## src/pkg/arb_pkg.sv

```systemverilog
package arb_pkg;
	// ****************************************
	// register map (byte addresses)
	// ****************************************
	localparam logic [31:0] internal_dma_ch1_count_addr = 32'h0182_0110;
	localparam logic [31:0] cpu_arbitration_priority_addr = 32'h0184_1000;
	localparam logic [31:0] master_priority_1_addr = 32'h01c1_4114;
	localparam logic [31:0] master_priority_2_addr = 32'h01c1_4118;
	localparam logic [31:0] max_wait_threshold_addr = 32'h0184_1004;
	localparam logic [31:0] arb_status_addr = 32'h0184_1008;
	// ****************************************
	// field layout and reset values
	// ****************************************
	localparam int pri_w = 3;
	localparam int cpu_pri_lsb = 16;
	localparam int engine_pri_lsb = 29;
	localparam int engine_size_w = 16;
	localparam int mst1_pri_lsb = 0;
	localparam int mst2_pri_lsb = 0;
	localparam int wait_w = 8;
	localparam logic [pri_w-1:0] cmd_pri = 3'h7;
	localparam logic [31:0] cpu_arb_reset = 32'h0000_0000;
	localparam logic [31:0] engine_cnt_reset = 32'h0000_0000;
	localparam logic [31:0] mst_pri_reset = 32'h0000_0000;
	localparam logic [wait_w-1:0] max_wait_reset = 8'h10;
	// requester indices
	localparam int req_n = 3;
	localparam int rq_cpu = 0;
	localparam int rq_engine = 1;
	localparam int rq_port = 2;
	typedef struct packed {
		logic [req_n-1:0] req;
		logic [req_n-1:0] gnt;
	} arb_port_s;
	typedef enum logic [1:0] {grant_none, grant_cpu, grant_dma} last_class_e;
endpackage

```

## src/verilog/l2_ram_bandwidth_arbiter.sv

```systemverilog
`timescale 1ns/100ps
// Functional notes
// - grants go by programmed priority combined with per-requester wait counters.
// - a pending request held off by a stronger one counts one per cycle.
// - a counter at the max-wait threshold forces a grant; starved requesters go engine first, then slave port, then cpu.
// - equal cpu and dma priorities share the ram evenly by alternating.
// - the old defect of always favouring the cpu on a tie is not reproduced.
// - internal command traffic at level 7 never stalls slave-port dma, even with the cpu at 7.
// - every non-cpu requester belongs to the dma class.
// - the cpu priority comes from the cpu arbitration register.
// - the internal dma priority sits above the buffer size in the channel-1 count register.
// - slave-port requests carry the priority of their system master from the master priority registers.
// - equal internal dma and slave-port priorities alternate at no cost; if the cpu ties too, the engine takes every dma turn.
module l2_ram_bandwidth_arbiter
	import arb_pkg::*;
#(
	parameter int wait_bits = wait_w
)(
	input wire logic clk,
	input wire logic reset_n,
	input wire logic psel,
	input wire logic penable,
	input wire logic pwrite,
	input wire logic [31:0] paddr,
	input wire logic [31:0] pwdata,
	output logic [31:0] prdata,
	output logic pready,
	output logic pslverr,
	input wire logic cmd_req,
	input wire logic [req_n-1:0] req,
	input wire logic port_master_sel,
	output logic [req_n-1:0] gnt,
	output logic cmd_gnt
);
	// ****************************************
	// register file
	// ****************************************
	logic [31:0] cpu_arb_q;
	logic [31:0] cpu_arb_d;
	logic [31:0] engine_cnt_q;
	logic [31:0] engine_cnt_d;
	logic [31:0] mst1_q;
	logic [31:0] mst1_d;
	logic [31:0] mst2_q;
	logic [31:0] mst2_d;
	logic [wait_bits-1:0] max_wait_q, max_wait_d;
	logic [31:0] prdata_d;
	logic pready_d, pslverr_d, hit;
	logic [req_n-1:0] gnt_q, gnt_d;
	logic cmd_gnt_q, cmd_gnt_d;
	logic [wait_bits-1:0] cnt_q [req_n];
	logic [wait_bits-1:0] cnt_d [req_n];
	last_class_e last_q, last_d;
	// access phase only once: the !pready term stops a second write in the answer cycle
	wire wr_en = psel && penable && pwrite && !pready;
	wire rd_en = psel && penable && !pwrite && !pready;

	// apb decode; one wait state so pready comes from a flop
	always_comb
	begin
		cpu_arb_d = cpu_arb_q;
		engine_cnt_d = engine_cnt_q;
		mst1_d = mst1_q;
		mst2_d = mst2_q;
		max_wait_d = max_wait_q;
		prdata_d = 32'h0000_0000;
		hit = 1'b1;
		pready_d = psel && penable && !pready;
		case (paddr)
			cpu_arbitration_priority_addr:
			begin
				if (wr_en) cpu_arb_d = pwdata;
				prdata_d = cpu_arb_q;
			end
			internal_dma_ch1_count_addr:
			begin
				// priority and buffer size arrive in one write
				if (wr_en) engine_cnt_d = pwdata;
				prdata_d = engine_cnt_q;
			end
			master_priority_1_addr:
			begin
				if (wr_en) mst1_d = pwdata;
				prdata_d = mst1_q;
			end
			master_priority_2_addr:
			begin
				if (wr_en) mst2_d = pwdata;
				prdata_d = mst2_q;
			end
			max_wait_threshold_addr:
			begin
				if (wr_en) max_wait_d = pwdata[wait_bits-1:0];
				prdata_d = {{(32-wait_bits){1'b0}}, max_wait_q};
			end
			arb_status_addr:
				// port counter on top, grants at [6:4], class at [2:1], command grant at [0]
				prdata_d = {cnt_q[rq_port], {(25-wait_bits){1'b0}}, gnt_q, 1'b0, last_q, cmd_gnt_q};
			default:
				hit = 1'b0;
		endcase
		pslverr_d = pready_d && !hit;
		if (!rd_en) prdata_d = 32'h0000_0000;
	end

	always_ff @(posedge clk)
	begin
		if (!reset_n)
		begin
			cpu_arb_q <= cpu_arb_reset;
			engine_cnt_q <= engine_cnt_reset;
			mst1_q <= mst_pri_reset;
			mst2_q <= mst_pri_reset;
			max_wait_q <= wait_bits'(max_wait_reset);
			prdata <= 32'h0000_0000;
			pready <= 1'b0;
			pslverr <= 1'b0;
		end
		else
		begin
			cpu_arb_q <= cpu_arb_d;
			engine_cnt_q <= engine_cnt_d;
			mst1_q <= mst1_d;
			mst2_q <= mst2_d;
			max_wait_q <= max_wait_d;
			prdata <= prdata_d;
			pready <= pready_d;
			pslverr <= pslverr_d;
		end
	end

	// ****************************************
	// arbitration
	// ****************************************
	logic [pri_w-1:0] pri [req_n];
	logic [req_n-1:0] starved;
	logic [pri_w:0] best;
	logic [req_n-1:0] top;
	logic dma_top;
	// priority pick, starvation override and the tie rules in one place
	always_comb
	begin
		// level 0 is the strongest
		pri[rq_cpu] = cpu_arb_q[cpu_pri_lsb +: pri_w];
		pri[rq_engine] = engine_cnt_q[engine_pri_lsb +: pri_w];
		pri[rq_port] = port_master_sel ? mst2_q[mst2_pri_lsb +: pri_w] : mst1_q[mst1_pri_lsb +: pri_w];
		best = 4'h8;
		top = '0;
		gnt_d = '0;
		cmd_gnt_d = 1'b0;
		last_d = last_q;
		for (int i = 0; i < req_n; i++)
		begin
			starved[i] = req[i] && (cnt_q[i] >= max_wait_q);
			if (req[i] && {1'b0, pri[i]} < best) best = {1'b0, pri[i]};
		end
		for (int i = 0; i < req_n; i++)
			top[i] = req[i] && ({1'b0, pri[i]} == best);
		// internal_dma_engine and slave_dma_port in one class: round by last grant, no penalty; in a tie with the cpu the engine takes the dma turn
		dma_top = top[rq_engine] || top[rq_port];
		if (|starved)
		begin
			// a starved requester wins over anything; dma class first, cpu last
			if (starved[rq_engine]) gnt_d[rq_engine] = 1'b1;
			else if (starved[rq_port]) gnt_d[rq_port] = 1'b1;
			else gnt_d[rq_cpu] = 1'b1;
		end
		else if (top[rq_cpu] && dma_top)
		begin
			// tie between classes alternates instead of always favouring the cpu
			if (last_q == grant_cpu) gnt_d[top[rq_engine] ? rq_engine : rq_port] = 1'b1;
			else gnt_d[rq_cpu] = 1'b1;
		end
		else if (top[rq_cpu]) gnt_d[rq_cpu] = 1'b1;
		else if (top[rq_engine] && top[rq_port]) gnt_d[gnt_q[rq_engine] ? rq_port : rq_engine] = 1'b1;
		else if (top[rq_engine]) gnt_d[rq_engine] = 1'b1;
		else if (top[rq_port]) gnt_d[rq_port] = 1'b1;
		// command traffic at level 7 takes only idle slots so it never blocks dma
		if (gnt_d == '0 && cmd_req) cmd_gnt_d = 1'b1;
		if (gnt_d[rq_cpu]) last_d = grant_cpu;
		else if (gnt_d != '0) last_d = grant_dma;
	end

	// ****************************************
	// contention counters
	// ****************************************
	// counters saturate rather than wrap, so a long stall cannot look like a fresh request
	always_comb
	begin
		for (int i = 0; i < req_n; i++)
		begin
			if (!req[i] || gnt_d[i]) cnt_d[i] = '0;
			else if (cnt_q[i] != '1) cnt_d[i] = cnt_q[i] + 1'b1;
			else cnt_d[i] = cnt_q[i];
		end
	end

	always_ff @(posedge clk)
	begin
		if (!reset_n)
		begin
			for (int i = 0; i < req_n; i++) cnt_q[i] <= '0;
		end
		else
		begin
			for (int i = 0; i < req_n; i++) cnt_q[i] <= cnt_d[i];
		end
	end

	always_ff @(posedge clk)
	begin
		if (!reset_n)
		begin
			gnt_q <= '0;
			cmd_gnt_q <= 1'b0;
			last_q <= grant_none;
		end
		else
		begin
			gnt_q <= gnt_d;
			cmd_gnt_q <= cmd_gnt_d;
			last_q <= last_d;
		end
	end
	assign gnt = gnt_q;
	assign cmd_gnt = cmd_gnt_q;

	// ****************************************
	// checks
	// ****************************************
	// grant shape
	a_grant_onehot: assert property (@(posedge clk) disable iff (!reset_n) $onehot0({gnt_q, cmd_gnt_q}))
		else $error("more than one grant");
	a_grant_needs_req: assert property (@(posedge clk) disable iff (!reset_n)
		(gnt_q & ~$past(req)) == '0)
		else $error("grant without request");
	a_strongest_wins: assert property (@(posedge clk) disable iff (!reset_n)
		(~|starved && |req) |=> |(gnt_q & $past(top)))
		else $error("grant missed the strongest level");

	// starvation relief
	a_starve_grant: assert property (@(posedge clk) disable iff (!reset_n)
		(req[rq_engine] && cnt_q[rq_engine] >= max_wait_q) |=> gnt_q[rq_engine])
		else $error("starved dma not granted");
	a_port_starve: assert property (@(posedge clk) disable iff (!reset_n)
		(starved[rq_port] && !starved[rq_engine]) |=> gnt_q[rq_port])
		else $error("starved port not granted");
	a_cpu_starve: assert property (@(posedge clk) disable iff (!reset_n)
		(starved[rq_cpu] && !starved[rq_engine] && !starved[rq_port]) |=> gnt_q[rq_cpu])
		else $error("starved cpu not granted");

	// counters
	a_count_step: assert property (@(posedge clk) disable iff (!reset_n)
		(req[rq_port] && !gnt_d[rq_port] && cnt_q[rq_port] != '1) |=> cnt_q[rq_port] == $past(cnt_q[rq_port]) + 1'b1)
		else $error("contention count did not step");
	a_count_sat: assert property (@(posedge clk) disable iff (!reset_n)
		(req[rq_engine] && !gnt_d[rq_engine] && cnt_q[rq_engine] == '1) |=> cnt_q[rq_engine] == '1)
		else $error("contention count wrapped");
	a_port_clear: assert property (@(posedge clk) disable iff (!reset_n)
		!req[rq_port] |=> cnt_q[rq_port] == '0)
		else $error("idle counter not clear");
	a_count_clear: assert property (@(posedge clk) disable iff (!reset_n)
		(!req[rq_cpu] || gnt_d[rq_cpu]) |=> cnt_q[rq_cpu] == '0)
		else $error("counter not cleared");

	// ties and command slots
	a_tie_alternate: assert property (@(posedge clk) disable iff (!reset_n)
		(gnt_q[rq_cpu] && req[rq_cpu] && req[rq_engine] && pri[rq_cpu] == pri[rq_engine] && ~|starved
		&& pri[rq_engine] <= pri[rq_port]) |=> !gnt_q[rq_cpu])
		else $error("cpu kept winning a tie");
	a_last_class: assert property (@(posedge clk) disable iff (!reset_n)
		gnt_q[rq_cpu] |-> last_q == grant_cpu)
		else $error("last class lost the cpu grant");
	a_cmd_idle_only: assert property (@(posedge clk) disable iff (!reset_n)
		cmd_gnt_q |-> $past(req == '0 || gnt_d == '0))
		else $error("command slot stole a grant");
	a_cmd_needs_req: assert property (@(posedge clk) disable iff (!reset_n)
		cmd_gnt_q |-> $past(cmd_req))
		else $error("command grant without request");
	a_dma_even: assert property (@(posedge clk) disable iff (!reset_n)
		(gnt_q[rq_engine] && req[rq_engine] && req[rq_port] && !req[rq_cpu] && pri[rq_engine] == pri[rq_port]
		&& ~|starved) |=> gnt_q[rq_port])
		else $error("dma requesters did not share");

	// register bus
	a_apb_ready: assert property (@(posedge clk) disable iff (!reset_n)
		(psel && !penable) ##1 (psel && penable) |=> pready)
		else $error("apb answer late");
	a_ready_pulse: assert property (@(posedge clk) disable iff (!reset_n)
		pready |=> !pready)
		else $error("ready held too long");
	a_err_with_ready: assert property (@(posedge clk) disable iff (!reset_n)
		pslverr |-> pready)
		else $error("error without ready");
	a_rdata_quiet: assert property (@(posedge clk) disable iff (!reset_n)
		!pready |-> prdata == 32'h0000_0000)
		else $error("read data outside answer");

	// main scenarios
	c_tie: cover property (@(posedge clk) disable iff (!reset_n) gnt_q[rq_cpu] ##1 gnt_q[rq_engine]);
	c_starve: cover property (@(posedge clk) disable iff (!reset_n) starved[rq_port] && req[rq_cpu]);
	c_cmd: cover property (@(posedge clk) disable iff (!reset_n) cmd_gnt_q);
	c_dma_tie: cover property (@(posedge clk) disable iff (!reset_n) gnt_q[rq_engine] ##1 gnt_q[rq_port]);
	c_bad_addr: cover property (@(posedge clk) disable iff (!reset_n) pslverr);
endmodule // l2_ram_bandwidth_arbiter

```

## config.mk

```make
export PLATFORM = sky130hd
export DESIGN_NAME = l2_ram_bandwidth_arbiter
export DESIGN_NICKNAME = d
export VERILOG_FILES = /design/src/pkg/arb_pkg.sv /design/src/verilog/l2_ram_bandwidth_arbiter.sv
export SDC_FILE = /design/constraint.sdc
export NUM_CORES = 1
export LEC_CHECK = 0
export ABC_CLOCK_PERIOD_IN_PS = 3900
export BUFFER_PORTS_ARGS = -buffer_cell sky130_fd_sc_hd__clkbuf_2
export CAP_MARGIN = 20
export CORE_MARGIN = 2
export CORE_UTILIZATION = 45
export DETAILED_ROUTE_END_ITERATION = 10
export PLACE_DENSITY = 0.68
export SLEW_MARGIN = 0
export SYNTH_ARGS = -nofsm -noshare
export SYNTH_HDL_FRONTEND = slang
export SYNTH_SLANG_ARGS = --single-unit
```

## constraint.sdc

```tcl
create_clock -name clk -period 3.9 [get_ports clk]
set_input_delay 0.78 -clock clk [delete_from_list [all_inputs] [get_ports clk]]
set_output_delay 0.78 -clock clk [all_outputs]
set_load 0.02 [all_outputs]
```

==> reports/metrics.yaml <==
sta:
  slew-limit-headroom_pct: 56.2
  slew_violations: 0
  worst_pin_slew_ns: 0.657
  fin_crit_sh_pct: 95.4
  grt_setup_unrepaired: "false"
  setup_viol: 0
  hold_violations: 0
  timing.hold.ws_ns: 0.453
  max_freq_mhz: 269
  clock_skew_ns: 0.0151
  fin_crit_ns: 3.72
  fin_tns_setup_ns: 0
route:
  route.detailed.drc: 0
  drt-total-wl_mm: 25.7
  vias: 8246
  drt_iter0_drc: 740
  post_drt_wl_per_cell_um: 17.7
  viasPerCell: 5.69
  ant_nets: 0
  dr.pass1.iters: 5
critical_path:
  crit_fanout: 9
  cp_num_cells: 16
  worst_ep_arrival_time_ns: 4.06
  path_cells: "clkbuf_2 > nand2_2 > ha_4 > o211ai_1 > o211ai_2 > mux2_4 > ha_2 > nor3_2 > o21ai_4 > nor2_1 > a21oi_2 > nand3_2 > a221oi_4 > a311oi_1 > a211o_2 > and2_1"
  max_stage_delay_ns: 0.39
  end_kind: "register"
  path_delay_family: "compound AO/OA/AOI/OAI gates"
  cp.required_ns: 4.25
  start_kind: "input port"
  reg2reg_depth: 15
  cp_slowest_cell: "a211o_2"
  worstSetupPathType: "input port to register"
  crit_buf_inv: 1
yosys:
  yosysTopAreaCellShare_pct: 45.6
  yosys.area.top_type: "dfxtp_1"
  ys_seq_area_share_pct: 45.6
  synth_area_per_cell_um2: 8.24
  synth_cell_types: 62
  syn_nets: 1171
  syn_inst: 1066
  synth_enable_flop_cells: 0
  netlist_area_um2: 8780
  synthTopCellsByArea: "dfxtp_1, nand2_1, a21oi_1"
  synth_seq_cells: 200
  synth_warnings: 0
  ys_async_sr_fraction_pct: 0
  synth-main-ff-cell: "dfxtp_1"
clock_tree:
  cts_sinks: 200
  insertion_delay_ns: 0.45
  numCtsBuffers: 17
  clk_pin_slew_ns: 0.09
  htreeDepth: 4
  cts_tree: "yes"
  cts.path.max_buffers: 2
  cts-root-buf: "clkbuf_16"
placed_design:
  gp_congestion: 0.879
  placed_area_um2: 9880
  hpwlAfterDp_mm: 16.6
  port_buffers: 111
layout:
  layout_common_cells: "nand2_1, dfxtp_1, a21oi_1"
  fin_nets: 1277
  syn_to_final_growth_pct: 20.2
  drive_gt1_share_pct: 19.4
  final_area_um2: 10500
  layout_commonest_cell: "nand2_1"
  fillers: 1803
  diodes: 0
outcome:
  status: "completed"
power:
  peakVddDrop_uv: 344
  switching_share_pct: 26.4
  power_density_nw_per_um2: 390
  p_int_mw: 3.02
  p_leak_nw: 3.69
  combPwrFrac_pct: 4.9
  clockPowerShare_pct: 44.9
  power.switching_mw: 1.08
  sequentialPowerShare_pct: 50.2
die:
  row_count: 51
  die-area_um2: 20600
  dieWidth_um: 144
  pin_count: 112
  fp.dieH_um: 144
  start_util_pct: 45.4
  core_um2: 19300
min_path:
  hp-class: "register to register"
  holdPathStages: 2
global_route:
  grt_overflow: 0
  grt.total_usage_pct: 24.9
  grt_pass1_vias: 7649
  antenna_found_initial: 0
  grt_pass1_wl_mm: 40.4
  grt_max_degree: 137
run:
  drv_cap: 0
## worst reg2reg max path: cells and delay by family, from the launching register on
kind / cells / cell delay [ns]
DFF: 1 / 0.42
muxes: 1 / 0.33
and+or+nand+nor: 5 / 0.56
adders and majority gates: 2 / 0.60
AOI/OAI and AO/OA: 7 / 1.66
## cell families after synthesis
group           after synthesis  share of synthesized area (%)
buf+inv                      86                           3.79
flops                       200                           45.6
fa+ha+maj                    31                           4.42
compound gates              305                           22.4
mux                           9                           1.14
simple gates                419                           21.1
xor+xnor                     16                           1.60
## layer usage
layer  up-vias  track usage [%]  routed length [um]
met5         -                0                   0
met4         0             7.59                 544
met3        42             3.77                1580
met2       318             41.8               12200
met1      3901             33.2               11300
li1       3985                -                   -
## synth_stat cells (3+ instances only)
cell and number:
and4_1 3, nor4b_1 3, nor2b_1 4, o211ai_1 3
mux2i_1 4, a21o_1 7, nor4_1 8, nand3_1 23
a22oi_1 60, nand2_1 284, a21oi_1 171, or2_2 3
nand4_1 11, xnor2_1 8, dfxtp_1 200, xor2_1 8
nor2_1 21, a2111oi_0 3, nor3_1 30, ha_1 31
clkbuf_1 62, o211a_1 3, or3_1 6, mux2_2 4
o21ai_0 13, inv_1 21, a31oi_1 8, and2_1 3
and3_1 4, or4_1 3, nand2b_1 5, a211oi_1 5
a222oi_1 10
## worst paths after layout
check / from / end / slack, ns
setup / recovery: req[0] / gnt[2] / 0.18
hold / removal: mst1_q[14] / mst1_q[14] / 0.45
setup reg to reg: cpu_arb_q[18] / gnt[2] / 0.24
hold reg to reg: mst1_q[14] / mst1_q[14] / 0.45
## power by group through the flow
stage	clock network (mW)	registers, mW	logic [mW]
3_3_place_gp	0	2.11	0.195
6_report	1.85	2.06	0.201
2_1_floorplan	0	2.11	0.0969
4_1_cts	1.87	2.06	0.197
5_1_grt	1.95	2.06	0.220
3_5_place_dp	0	2.11	0.195
## state kept, by name, indices dropped and copies added, names as in the netlist
| signal | cells |
|---|---|
| mst2_q | 32 |
| last_q | 2 |
| pready | 1 |
| engine_cnt_q | 32 |
| pslverr | 1 |
| cnt_q | 24 |
| gnt | 3 |
| mst1_q | 32 |
| prdata | 32 |
| max_wait_q | 8 |
| cpu_arb_q | 32 |
| cmd_gnt | 1 |
## cell type report
class | instances | area (um2) | share of cell area, %
Multi-Input combinational cell | 780 | 4590 | 43.5
Sequential cell | 200 | 4000 | 38.0
Timing Repair Buffer | 152 | 917 | 8.69
Clock buffer | 17 | 425 | 4.03
Tap cell | 265 | 332 | 3.14
Clock inverter | 15 | 205 | 1.95
Inverter | 21 | 80.1 | 0.759
## per-stage QoR
| stage | setup slack [ns] | utilization (%) | cells | power (mW) |
|---|---|---|---|---|
| final | 0.181 | 54.6 | 1450 | 4.11 |
| after global routing | 0.0242 | 54.6 | 1450 | 4.23 |
| after CTS | 0.0448 | 54.3 | 1449 | 4.12 |
| after detailed placement | -0.388 | 51.1 | 1417 | 2.30 |
| after global placement | -0.274 | 51.1 | 1417 | 2.30 |
| after floorplan | 0.00775 | - | 1066 | 2.21 |
## what timing repair did
item                       4_1_cts  5_1_grt
resized for setup                0        8
setup endpoints to repair        0       21
setup buffers                    0        1
hold buffers                     0        0
Power figures use the tool's default switching activity.
